File: src/logic/drive_pkg.sv
package drive_pkg;
	// clock and time base
	localparam longint unsigned CLOCK_HZ = 64'd20_000_000;
	localparam longint unsigned MS_PER_S = 64'd1000;
	// index repetition window in milliseconds
	localparam longint unsigned INDEX_MIN_MS = 64'd200;
	localparam longint unsigned INDEX_MAX_MS = 64'd300;
	// least period rounds up, longest rounds down
	localparam int unsigned INDEX_MIN_CYCLES = int'((INDEX_MIN_MS * CLOCK_HZ + MS_PER_S - 64'd1) / MS_PER_S);
	localparam int unsigned INDEX_MAX_CYCLES = int'((INDEX_MAX_MS * CLOCK_HZ) / MS_PER_S);
	// counter width, with headroom for one saturating step
	localparam int INDEX_CNT_W = $clog2(INDEX_MAX_CYCLES + 2);
	// unit-select lines and straps
	localparam int NUM_UNITS = 4;
	localparam int SHARED_UNIT = 3;
	localparam logic [NUM_UNITS-1:0] UNIT_STRAPS_DELIVERED = 4'h1;
	localparam logic [NUM_UNITS-1:0] UNIT_STRAPS_NONE = 4'h0;
	// line levels: interface lines are open collector, low is active
	localparam logic LINE_ACTIVE = 1'h0;
	localparam logic LINE_IDLE = 1'h1;
	// motor strap combinations, one-hot
	typedef enum logic [5:0] {
		MODE_NONE = 6'h01,
		MODE_CMD_SEL = 6'h02,
		MODE_CMD_BOTH = 6'h04,
		MODE_SEL_BOTH = 6'h08,
		MODE_CMD_POWER = 6'h10,
		MODE_SEL_POWER = 6'h20
	} motor_mode_type;
endpackage

File: src/logic/drive_interface.sv
module drive_interface #(
	parameter int unsigned index_min_cycles = drive_pkg::INDEX_MIN_CYCLES,
	parameter int unsigned index_max_cycles = drive_pkg::INDEX_MAX_CYCLES
) (
	// clock and reset
	input wire logic clock,
	input wire logic reset_n,
	// unit-select straps
	input wire logic unit_strap_zero,
	input wire logic unit_strap_one,
	input wire logic unit_strap_two,
	input wire logic unit_strap_three,
	// ready strap and control card variant
	input wire logic ready_strap,
	input wire logic dynamic_card,
	// motor straps
	input wire logic motor_strap_a,
	input wire logic motor_strap_b,
	input wire logic motor_strap_c,
	input wire logic motor_strap_d,
	// host unit-select lines, active low
	input wire logic unit_select0_n,
	input wire logic unit_select1_n,
	input wire logic unit_select2_n,
	// shared line: fourth select in, ready out
	input wire logic shared_line_in,
	output logic shared_line_out,
	output logic shared_line_oe,
	// host motor command, active low
	input wire logic motor_on_n,
	// drive status
	input wire logic power_good,
	input wire logic index_pulse,
	// dedicated ready line, active low
	output logic dedicated_ready_n,
	// motors and select indicator
	output logic spindle_on,
	output logic stepper_on,
	output logic drive_selected
);
	import drive_pkg::*;

	logic [NUM_UNITS-1:0] unit_straps; // strap vector
	logic [NUM_UNITS-1:0] select_req; // active-high select requests
	logic motor_cmd; // active-high motor command
	logic sel_hit; // registered select match
	logic period_ok; // index repetition acceptable
	motor_mode_type motor_mode; // decoded strap combination
	logic ready_level; // ready condition for this card
	logic nxt_spindle;
	logic nxt_stepper;
	logic nxt_shared_oe;
	logic nxt_ready_n;

	// registered outputs
	logic drive_selected_ff;
	logic spindle_on_ff;
	logic stepper_on_ff;
	logic shared_line_oe_ff;
	logic shared_line_out_ff;
	logic dedicated_ready_n_ff;

	// strap combination decode; anything unlisted leaves motors off
	function automatic motor_mode_type decode_motor(input logic a, input logic b, input logic c, input logic d);
		motor_mode_type m;
		m = MODE_NONE;
		case ({a, b, c, d})
			4'h9: m = MODE_CMD_SEL; // A and D
			4'ha: m = MODE_CMD_BOTH; // A and C
			4'h6: m = MODE_SEL_BOTH; // B and C
			4'h8: m = MODE_CMD_POWER; // A alone
			4'h4: m = MODE_SEL_POWER; // B alone
			default: m = MODE_NONE; // illegal or empty fitting
		endcase
		return m;
	endfunction

	assign unit_straps = {unit_strap_three, unit_strap_two, unit_strap_one, unit_strap_zero};
	// low on an asterisk line means active
	assign select_req = {shared_line_in == LINE_ACTIVE, unit_select2_n == LINE_ACTIVE,
		unit_select1_n == LINE_ACTIVE, unit_select0_n == LINE_ACTIVE};
	assign motor_cmd = (motor_on_n == LINE_ACTIVE);
	assign motor_mode = decode_motor(motor_strap_a, motor_strap_b, motor_strap_c, motor_strap_d);

	// select line match, one register stage
	select_match u_select (
		.clock(clock),
		.reset_n(reset_n),
		.unit_straps(unit_straps),
		.ready_strap(ready_strap),
		.select_req(select_req),
		.hit_ff(sel_hit)
	);

	// index period measurement, only meaningful with power
	index_period_check #(
		.CNT_W(INDEX_CNT_W),
		.MIN_CYCLES(INDEX_CNT_W'(index_min_cycles)),
		.MAX_CYCLES(INDEX_CNT_W'(index_max_cycles))
	) u_index (
		.clock(clock),
		.reset_n(reset_n),
		.enable(power_good),
		.index_pulse(index_pulse),
		.period_ok_ff(period_ok)
	);

	// static card: ready follows select; dynamic card also needs power and spin
	assign ready_level = dynamic_card ? (sel_hit && power_good && period_ok) : sel_hit;

	// the shared line is only driven when the ready strap hands it over
	assign nxt_shared_oe = ready_strap && ready_level;
	// the static card has no dedicated ready driver
	assign nxt_ready_n = (dynamic_card && ready_level) ? LINE_ACTIVE : LINE_IDLE;

	// spindle source per strap combination; power is always required
	always_comb
	begin
		nxt_spindle = 1'b0;
		nxt_stepper = 1'b0;
		case (motor_mode)
			MODE_CMD_SEL:
			begin
				nxt_spindle = motor_cmd;
				nxt_stepper = sel_hit;
			end
			MODE_CMD_BOTH:
			begin
				nxt_spindle = motor_cmd;
				nxt_stepper = motor_cmd;
			end
			MODE_SEL_BOTH:
			begin
				nxt_spindle = sel_hit;
				nxt_stepper = sel_hit;
			end
			MODE_CMD_POWER:
			begin
				nxt_spindle = motor_cmd;
				nxt_stepper = 1'b1;
			end
			MODE_SEL_POWER:
			begin
				nxt_spindle = sel_hit;
				nxt_stepper = 1'b1;
			end
			default:
			begin
				// illegal fitting: keep both motors still rather than guess
				nxt_spindle = 1'b0;
				nxt_stepper = 1'b0;
			end
		endcase
	end

	// output registers; the open-collector data bit only ever pulls low
	always_ff @(posedge clock)
	begin
		if (!reset_n)
		begin
			drive_selected_ff <= 1'b0;
			spindle_on_ff <= 1'b0;
			stepper_on_ff <= 1'b0;
			shared_line_oe_ff <= 1'b0;
			shared_line_out_ff <= LINE_ACTIVE;
			dedicated_ready_n_ff <= LINE_IDLE;
		end
		else
		begin
			drive_selected_ff <= sel_hit;
			spindle_on_ff <= nxt_spindle && power_good;
			stepper_on_ff <= nxt_stepper && power_good;
			shared_line_oe_ff <= nxt_shared_oe;
			shared_line_out_ff <= LINE_ACTIVE;
			dedicated_ready_n_ff <= nxt_ready_n;
		end
	end

	assign drive_selected = drive_selected_ff;
	assign spindle_on = spindle_on_ff;
	assign stepper_on = stepper_on_ff;
	assign shared_line_oe = shared_line_oe_ff;
	assign shared_line_out = shared_line_out_ff;
	assign dedicated_ready_n = dedicated_ready_n_ff;
endmodule

File: src/logic/select_match.sv
module select_match (
	// clock and reset
	input wire logic clock,
	input wire logic reset_n,
	// straps
	input wire logic [drive_pkg::NUM_UNITS-1:0] unit_straps,
	input wire logic ready_strap,
	// active-high select requests, already inverted
	input wire logic [drive_pkg::NUM_UNITS-1:0] select_req,
	// registered match
	output logic hit_ff
);
	import drive_pkg::*;

	logic [NUM_UNITS-1:0] eff_straps; // straps in force
	logic [NUM_UNITS-1:0] usable; // lines that may select
	logic [NUM_UNITS-1:0] line_hit; // per-line match
	logic nxt_hit;

	// no jumper at all behaves as the factory jumper on unit zero
	assign eff_straps = (unit_straps == UNIT_STRAPS_NONE) ? UNIT_STRAPS_DELIVERED : unit_straps;

	genvar i;
	generate
		for (i = 0; i < NUM_UNITS; i++)
		begin : g_line
			// shared line is lost to the ready option when that strap is in
			assign usable[i] = (i == SHARED_UNIT) ? !ready_strap : 1'b1;
			assign line_hit[i] = eff_straps[i] && usable[i] && select_req[i];
		end
	endgenerate

	assign nxt_hit = |line_hit;

	// one register stage, matches the other interface timing
	always_ff @(posedge clock)
	begin
		if (!reset_n)
			hit_ff <= 1'b0;
		else
			hit_ff <= nxt_hit;
	end
endmodule

File: src/logic/index_period_check.sv
module index_period_check #(
	parameter int CNT_W = drive_pkg::INDEX_CNT_W,
	parameter logic [CNT_W-1:0] MIN_CYCLES = CNT_W'(drive_pkg::INDEX_MIN_CYCLES),
	parameter logic [CNT_W-1:0] MAX_CYCLES = CNT_W'(drive_pkg::INDEX_MAX_CYCLES)
) (
	// clock and reset
	input wire logic clock,
	input wire logic reset_n,
	// power present enables the measurement
	input wire logic enable,
	// active-high index pulse from the sensor
	input wire logic index_pulse,
	// last period was inside the window and none is overdue
	output logic period_ok_ff
);
	import drive_pkg::*;

	logic index_prev_ff; // previous index level
	logic [CNT_W-1:0] count_ff; // cycles since last index edge
	logic [CNT_W-1:0] nxt_count;
	logic nxt_ok;
	logic index_edge; // rising index edge
	logic overdue; // no index within the longest period
	logic in_window; // measured period acceptable

	assign index_edge = index_pulse && !index_prev_ff;
	assign overdue = count_ff > MAX_CYCLES;
	assign in_window = (count_ff >= MIN_CYCLES) && !overdue;
	// restart at one so the count seen at the next edge equals the period in cycles
	// saturate so a stopped spindle cannot wrap back into the window
	assign nxt_count = index_edge ? CNT_W'(1) : (overdue ? count_ff : count_ff + CNT_W'(1));
	// judged at each edge, dropped as soon as a pulse is overdue
	assign nxt_ok = index_edge ? in_window : (period_ok_ff && !overdue);

	// counter and verdict, cleared while power is absent
	always_ff @(posedge clock)
	begin
		if (!reset_n || !enable)
		begin
			index_prev_ff <= 1'b0;
			count_ff <= '0;
			period_ok_ff <= 1'b0;
		end
		else
		begin
			index_prev_ff <= index_pulse;
			count_ff <= nxt_count;
			period_ok_ff <= nxt_ok;
		end
	end
endmodule

File: config.mk
export PLATFORM = sky130hd
export DESIGN_NAME = drive_interface
export DESIGN_NICKNAME = d
export VERILOG_FILES = /design/src/logic/drive_pkg.sv /design/src/logic/drive_interface.sv /design/src/logic/select_match.sv /design/src/logic/index_period_check.sv
export SDC_FILE = /design/constraint.sdc
export NUM_CORES = 1
export LEC_CHECK = 0
export BUFFER_PORTS_ARGS = -buffer_cell sky130_fd_sc_hd__buf_2
export CORE_MARGIN = 4
export CORE_UTILIZATION = 40
export DETAILED_ROUTE_END_ITERATION = 6
export HOLD_SLACK_MARGIN = 0.03
export SLEW_MARGIN = 20
export SYNTH_ARGS = -nofsm -noshare
export SYNTH_HDL_FRONTEND = slang
export SYNTH_HIERARCHICAL = 1
export SYNTH_SLANG_ARGS = --single-unit
File: constraint.sdc
create_clock -name clock -period 2.39 [get_ports clock]
set_input_delay 0 -clock clock [delete_from_list [all_inputs] [get_ports clock]]
set_output_delay 0 -clock clock [all_outputs]
set_load 0.02 [all_outputs]
# After elaboration in Yosys (flattened, before gate mapping)
# Index checks and enable logic that the tools add are counted.
# op_classes
add_sub_neg,1
magnitude_cmp,2
n_eq_ne,11
mux,9
bitwise,5
n_reduce_logical,27
# op_table
op,count
case mux 6 bit (5 select lines),1
adder 23 x 1 -> 23 bit (second input constant),1
greater-or-equal comparator 23 x 22 -> 1 bit (second input constant),1
> comparator 23 bit (second input constant),1
logical AND 1 bit,14
== test 4 bit (second input constant),3
== test 4 x 3 -> 1 bit (second input constant),2
OR reduction 2 bit,4
== test 6 x 2 -> 1 bit (second input constant),1
== test 6 x 3 -> 1 bit (second input constant),1
== test 6 x 4 -> 1 bit (second input constant),1
== test 6 x 5 -> 1 bit (second input constant),1
== test 6 bit (second input constant),1
zero test 1 bit,5
two-way mux 1 bit,5
inverter 1 bit,5
zero test 4 bit,1
two-way mux 4 bit,1
OR reduction 4 bit,1
case mux 1 bit (3 select lines),1
OR reduction 3 bit,1
!= test 2 x 1 -> 1 bit (second input constant),1
case mux 1 bit (2 select lines),1
logical OR 1 bit,1
# totals
register_bits,31
input_bits,19
out_inout_bits,6
word_cells,65

# Longest topological paths before layout
# Gate-level depths: netlist of the first run.
# logic_depth
word_depth,6
mapped_depth,7

# By module
# Netlist of the first run, hierarchy kept.
# by_module_without_submodules
module,n_inst,cells_per_inst,area_per_inst_um2
index_period_check,1,171,1458.9
drive_interface,1,27,231.5
select_match,1,6,57.6

# Worst setup path before layout of the first run
# OpenSTA, ideal clock, no wires.
# synth_path
path_type,reg-to-reg
start,reg u_index.count_ff[12]
end,reg u_index.count_ff[4]
setup_ns,0.062
t_arrival_ns,1.607
setup_slack_ns,0.721
stages_incl_launch_ff,6
path_buffers,0
period_less_slack_ns,1.669
cell_sequence,dfxtp_1 or3_4 a31oi_4 o21ai_2 or4_1 nand3_1
# synth_via
elab_chain_cells,1
# synth_lines
item,line_no,rtl
"start, declared",index_period_check.sv:19,logic [CNT_W-1:0] count_ff;
"start signal, assigned",index_period_check.sv:47,count_ff <= nxt_count;
> comparator 23 bit,index_period_check.sv:27,assign overdue = count_ff > MAX_CYCLES;
# Every way passes these cells.
# A chain may end at the register's enable or synchronous reset.

# Final worst setup path of the first run
# layout_path
start,reg u_index.count_ff[12]
end,reg u_index.count_ff[5]
# Same word-level chain as after synthesis.

==> results.cfg, run 1 <==
[status]
outcome = finished clean

[pwr]
p_leak_nw = 0.811
cell_internal_pwr_w = 0.000821
share_seq_of_total_power = 0.495
total_switching_power_w = 0.000245
clkPwrFrac = 0.431
switching_share = 0.230
power-per-cell-area_nw_per_um2 = 510
p_comb_frac = 0.074
max-vdd-ir-drop_uv = 199

[global_route]
gr-total-overflow = 0
global_route.usage.total = 0.170
grt_pass1_wl_mm = 7.24
grt.met2_usage = 0.265
grt.busiest_layer = met2
first_global_vias = 1520
largest_net_degree_at_the_start_of_global_routing = 17
antenna_found_initial = 0
grt_util_met3 = 0.0378
use_met1 = 0.228

[yosys]
synth_seq_cells = 31
netlist.area_leader.share = 0.355
synth_compound_gate_area_share = 0.127
synth_top_family_by_area = simple AND/OR/NAND/NOR gates
syn_nets = 225
synth_xor_xnor_area_share = 0.0351
fraction_of_the_mapped_netlist_area_in_adder_cells = 0.0143
yosysWarnings = 6
synth.largest_area_cell = sky130_fd_sc_hd__dfxtp_1
postSynthCellCount = 204
synth.mux.area_fraction = 0.0229
synth.yosys.seq_area_share = 0.355
synthTopCellsByArea = sky130_fd_sc_hd__dfxtp_1, sky130_fd_sc_hd__nand3_1, sky130_fd_sc_hd__nand4_1
yosysUniqueCellTypes = 55
postSynthAreaPerCell_um2 = 8.57
synthArstFlopShare = 0
synth-main-ff-cell = sky130_fd_sc_hd__dfxtp_1
synth.cell_area_um2 = 1750
synth_edf_count = 0
post_synth_and_or_nand_nor_area_fraction = 0.407

[floorplanning]
fp.dieH_um = 74.1
die_x_um = 74.1
core_um2 = 4120
floorplan.die_area_um2 = 5490
placementRows = 23
start_util = 0.425
io_pins = 25

[timing]
timing.clock.skew_ns = 0.0113
hold_violations = 0
timing.setup.tns_ns = 0
grt_setup_unrepaired = no
clock.fmax_ghz = 0.535
layout_worst_path_cycle_share = 0.783
slew_viol_final = 0
finalWorstPathRequiredPeriod_ns = 1.87
worst_pin_slew_ns = 0.684
worst_slew_margin_rel = 0.544
setup_viol = 0
hold_ws_ns = 0.0704

[clock_network]
clock_tree.htree_level_count = 2
cts_sinks = 31
cts_made_buffers = 5
cts_tree = yes
clock_tree_root_driver_cell = sky130_fd_sc_hd__clkbuf_8
clock_slew_seen_by_the_registers_of_the_worst_setup_and_hold_paths_ns = 0.07
clk_path_buf_depth = 2
worstSkewPairLatency_ns = 0.29

[detailed_routing]
detailed_routing_iteration_count_for_the_pre_antenna_repair_pass = 4
avgRoutedWirePerCell_um = 14.4
drt-vias-per-instance = 5.63
antenna_viol_nets_final = 0
dr_total_vias = 1633
routed_wl_mm = 4.17
drt-initial-drc-count = 121
post-route-drc-count = 0

[min_path]
worstHoldPathType = in2reg
min-delay-start = motor_strap_d
hold_path_depth = 3
hold_end = stepper_on$_SDFF_PN0_

[layout]
most_common_cell_after_layout_fill_and_taps_aside = sky130_fd_sc_hd__dfxtp_1
antenna_cells = 0
layout-area-overhead-vs-synth_pct = 19.5
post_route_cells_drive_above_1_share = 0.221
final_nets = 260
mostFrequentLayoutCells = sky130_fd_sc_hd__dfxtp_1, sky130_fd_sc_hd__buf_2, sky130_fd_sc_hd__nand3_1

[worst_setup_path]
start_point_of_the_critical_path = u_index/count_ff[12]$_SDFFE_PP0P_
r2r_start = u_index/count_ff[12]$_SDFFE_PP0P_
reg2reg_depth = 5
timing.critical_path.required_ns = 2.62
reg2reg_setup_slack_ns = 0.52
cpMaxStageDelayCell = sky130_fd_sc_hd__or4_1
critical_path.startpoint_type = flip-flop
critical_path_peak_fanout = 7
rr_endpoint = u_index/count_ff[5]$_SDFFE_PP0P_
path_cells = or3_4, a31oi_4, o21ai_2, or4_1, nand3_1
timing.setup.critical_path_class = reg2reg
endpoint_kind = flip-flop
arrival_ns = 2.10
timing.critical_path.slowest_cell_delay_ns = 0.51

[placement]
port_buffers = 23
gp_congestion = 0.808
hpwlAfterDp_mm = 3.03

[flow_run]
maxCapViolations = 0
## power groups by stage
stage | combinational [W] | sequential [W] | clock [W]
finish | 0.0000788 | 0.000528 | 0.000460
global route | 0.0000887 | 0.000528 | 0.000493
CTS | 0.0000776 | 0.000527 | 0.000472
detailed placement | 0.0000678 | 0.000539 | 0
global placement | 0.0000681 | 0.000539 | 0
floorplan | 0.0000351 | 0.000541 | 0
## critical path: cells and delay by family, from the launching register on
kind            cells  cell delay (ns)
simple gates        3             1.05
compound gates      2             0.42
flops               1             0.35
## sequential cells by signal, indices dropped and copies added, names as in the netlist
signal,count
drive_selected,1
u_select/hit_ff,1
dedicated_ready_n,1
stepper_on,1
shared_line_oe,1
u_index/index_prev_ff,1
spindle_on,1
u_index/period_ok_ff,1
u_index/count_ff,23
## cells in the mapped netlist (2+ instances only)
| library cell | count |
|---|---|
| sky130_fd_sc_hd__dfxtp_1 | 31 |
| sky130_fd_sc_hd__nand3_1 | 21 |
| sky130_fd_sc_hd__nand2_1 | 18 |
| sky130_fd_sc_hd__nor2_1 | 15 |
| sky130_fd_sc_hd__nand4_1 | 12 |
| sky130_fd_sc_hd__inv_1 | 9 |
| sky130_fd_sc_hd__or3_1 | 7 |
| sky130_fd_sc_hd__or4_1 | 7 |
| sky130_fd_sc_hd__a21oi_1 | 6 |
| sky130_fd_sc_hd__and3_1 | 6 |
| sky130_fd_sc_hd__o21ai_0 | 6 |
| sky130_fd_sc_hd__xor2_1 | 5 |
| sky130_fd_sc_hd__mux2i_1 | 4 |
| sky130_fd_sc_hd__nor3_1 | 4 |
| sky130_fd_sc_hd__nor4_1 | 4 |
| sky130_fd_sc_hd__o211ai_1 | 3 |
| sky130_fd_sc_hd__a31o_2 | 2 |
| sky130_fd_sc_hd__and4bb_2 | 2 |
| sky130_fd_sc_hd__buf_4 | 2 |
| sky130_fd_sc_hd__ha_1 | 2 |
| sky130_fd_sc_hd__nor2b_1 | 2 |
| sky130_fd_sc_hd__nor4b_1 | 2 |
| sky130_fd_sc_hd__xnor2_1 | 2 |
## logic make-up after synthesis
family	count (synthesis)
AO/OA/AOI/OAI	30
XOR/XNOR	7
adder cells (fa/ha/maj)	2
buffers and inverters	13
flip-flops	31
multiplexers	4
other	1
AND/OR/NAND/NOR	116
## metrics by stage
step | util | area (um2) | std cells | total power, W | worst slack [ns]
after global routing | 0.508 | 2090 | 290 | 0.00111 | 0.407
final | 0.508 | 2090 | 290 | 0.00107 | 0.520
after CTS | 0.507 | 2090 | 290 | 0.00108 | 0.521
after detailed placement | 0.462 | 1900 | 274 | 0.000607 | 0.536
after floorplan | - | 1750 | 204 | 0.000576 | 0.721
after global placement | 0.462 | 1900 | 274 | 0.000607 | 0.568
## metal layers
layer / part of all wire / vias up
met5: 0 / -
met4: 0.015 / 0
met3: 0.042 / 7
met2: 0.48 / 30
met1: 0.47 / 759
li1: - / 837
## worst max path at each step
stage	to	slack [ns]	cells after the start
after floorplan	u_index/count_ff[4]$_SDFFE_PP0P_	0.72	5
after global placement	u_index/count_ff[5]$_SDFFE_PP0P_	0.57	5
after detailed placement	u_index/count_ff[5]$_SDFFE_PP0P_	0.54	5
after CTS	u_index/count_ff[5]$_SDFFE_PP0P_	0.52	5
after global routing	u_index/count_ff[11]$_SDFFE_PP0P_	0.41	5
final	u_index/count_ff[5]$_SDFFE_PP0P_	0.52	5
## cell type report
cell class	instances	area, um2
Timing Repair Buffer	32	203
Clock buffer	7	96.3
Fill cell	409	2030
Sequential cell	31	621
Multi-Input combinational cell	160	1070
Clock inverter	1	7.51
Tap cell	50	62.6
Inverter	9	33.8
## repair_timing
action | 4_1_cts | 5_1_grt
endpoints found under the hold margin | 6 | 0
resized for setup | 0 | 0
setup buffers | 0 | 0
hold buffers | 8 | 0
(Power assumes the default switching activity.)
==> run 2, diff against run 1 <==
==> constraint.sdc (replaced) <==
create_clock -name clock -period 1.55 [get_ports clock]
set_input_delay 0 -clock clock [delete_from_list [all_inputs] [get_ports clock]]
set_output_delay 0 -clock clock [all_outputs]
set_load 0.02 [all_outputs]
==> run 2 against run 1 <==
The flow now finishes with violations (negative setup slack). Sequential share of layout area is 5.7 points lower. Critical path depth is 1 higher. Hold slack worse by 0.012 ns. Maximum frequency is 12% higher. Largest power group unchanged. Clock skew is 0.0063 ns lower.
==> results.cfg, run 2 (synthesis gave the netlist of run 1 again) <==
[worst_setup_path]
timing.critical_path.required_ns = 1.77
critical_path_peak_fanout = 3
endpoint_kind = flip-flop
timing.setup.critical_path_class = reg2reg
arrival_ns = 1.89
critical_path.startpoint_type = flip-flop

[layout]
most_common_cell_after_layout_fill_and_taps_aside = sky130_fd_sc_hd__buf_4
antenna_cells = 0
post_route_cells_drive_above_1_share = 0.444
finish.instance_area_um2 = 2670
layout-area-overhead-vs-synth_pct = 52.9
final_nets = 322
number_of_cells_in_the_finished_layout_apart_from_fillers = 352
largest_register_ff_count = 23
final_util = 0.649
largest_register = u_index/count_ff
mostFrequentLayoutCells = sky130_fd_sc_hd__buf_4, sky130_fd_sc_hd__buf_2, sky130_fd_sc_hd__nand3_1

[timing]
finalWorstPathRequiredPeriod_ns = 1.67
timing.clock.skew_ns = 0.00505
clock.fmax_ghz = 0.599
setup_viol = 16
hold_violations = 0
layout_setup_ws_ns = -0.119
slew_viol_final = 0
layout_worst_path_cycle_share = 1.08
grt_setup_unrepaired = yes

[floorplanning]
placementRows = 23
floorplan.die_area_um2 = 5490
io_pins = 25
start_util = 0.425
core_um2 = 4120
fp.dieH_um = 74.1
die_x_um = 74.1

[detailed_routing]
drt-vias-per-instance = 5.43
routed_wl_mm = 4.78
drt-initial-drc-count = 88
avgRoutedWirePerCell_um = 13.6
detailed_routing_iteration_count_for_the_pre_antenna_repair_pass = 5
antenna_viol_nets_final = 0
dr_total_vias = 1912
post-route-drc-count = 0

[clock_network]
clk_path_buf_depth = 2
clock_tree_root_driver_cell = sky130_fd_sc_hd__clkbuf_8
cts_tree = yes
worstSkewPairLatency_ns = 0.28
cts_sinks = 31
cts_made_buffers = 5
clock_tree.htree_level_count = 2
clock_slew_seen_by_the_registers_of_the_worst_setup_and_hold_paths_ns = 0.07

[status]
violations_in_the_final_reports = negative setup slack
outcome = finished with violations

[pwr]
max-vdd-ir-drop_uv = 500
power-per-cell-area_nw_per_um2 = 617
switching_share = 0.226
p_leak_nw = 1.18
p_comb_frac = 0.082
total_power_w = 0.00165
clkPwrFrac = 0.428
total_switching_power_w = 0.000373
cell_internal_pwr_w = 0.00128
share_seq_of_total_power = 0.491

[global_route]
first_global_vias = 1775
antenna_found_initial = 0
grt_pass1_wl_mm = 7.94
largest_net_degree_at_the_start_of_global_routing = 12
gr-total-overflow = 0
global_route.usage.total = 0.186

[min_path]
worstHoldPathType = in2reg

[flow_run]
maxCapViolations = 0

[placement]
cell_area_reported_after_detailed_placement_um2 = 2300
post-place-cells = 325
hpwlAfterDp_mm = 3.45
port_buffers = 23
dp_worst_setup_slack_ns = -0.178
gp_congestion = 0.797
run 2: changes by cell type in the layout (fill, tap and decap cells not counted), moves of 2 or more:
cell and delta:
sky130_fd_sc_hd__buf_6 +3, sky130_fd_sc_hd__nor4_4 +2, sky130_fd_sc_hd__buf_4 +57, sky130_fd_sc_hd__dfxtp_1 -13
sky130_fd_sc_hd__dfxtp_2 +11, sky130_fd_sc_hd__dfxtp_4 +2
run 2: worst paths after layout:
path / from / to / slack [ns] / cells after the start
max: u_index/count_ff[13]$_SDFFE_PP0P_ / u_index/count_ff[17]$_SDFFE_PP0P_ / -0.12 / 6
min: motor_strap_d / stepper_on$_SDFF_PN0_ / 0.06 / 3
max reg2reg: u_index/count_ff[13]$_SDFFE_PP0P_ / u_index/count_ff[17]$_SDFFE_PP0P_ / -0.12 / 6
min reg2reg: u_index/period_ok_ff$_SDFF_PP0_ / dedicated_ready_n$_SDFF_PN1_ / 0.45 / 1
run 2: power by group through the flow:
| stage | sequential [W] | clock (W) | combinational [W] |
|---|---|---|---|
| global placement | 0.000830 | 0 | 0.000117 |
| CTS | 0.000809 | 0.000723 | 0.000133 |
| floorplan | 0.000835 | 0 | 0.0000541 |
| finish | 0.000809 | 0.000705 | 0.000135 |
| detailed placement | 0.000830 | 0 | 0.000118 |
| global route | 0.000810 | 0.000767 | 0.000149 |
run 2: repair_timing:
item                                   CTS  global route
hold buffers                             8             0
resized for setup                       13            15
setup endpoints to repair               19            23
gates cloned                             1             0
setup buffers                            9             1
endpoints found under the hold margin    5             0
pin swaps                               13             8
run 2: cell type report:
cell class / count / area [um2]
Fill cell: 351 / 1440
Timing Repair Buffer: 93 / 684
Multi-Input combinational cell: 161 / 1150
Clock buffer: 8 / 100
Inverter: 9 / 33.8
Sequential cell: 31 / 642
Tap cell: 50 / 62.6
run 2: worst max-delay path, stage by stage (launching register included):
cell and delay (ns):
sky130_fd_sc_hd__dfxtp_2 0.32, sky130_fd_sc_hd__or3_4 0.41, sky130_fd_sc_hd__a31oi_4 0.19, sky130_fd_sc_hd__buf_4 0.14, sky130_fd_sc_hd__o211ai_1 0.10, sky130_fd_sc_hd__or3_1 0.32
sky130_fd_sc_hd__a21oi_1 0.13
run 2: per-stage QoR:
step	setup TNS, ns	hold WS, ns
2_1_floorplan	-0.264	0.0739
3_3_place_gp	-1.46	0.190
6_report	-1.28	0.0585
4_1_cts	-1.11	0.0484
5_1_grt	-2.50	0.0477
3_5_place_dp	-1.85	0.191
run 2: layer usage:
| layer | GRT usage | share of wire | routed length (um) |
|---|---|---|---|
| met1 | 0.241 | 0.47 | 2240 |
| met2 | 0.300 | 0.47 | 2240 |
| met3 | 0.0554 | 0.050 | 238 |
| met4 | 0.0543 | 0.012 | 55 |
| met5 | 0 | 0 | 0 |
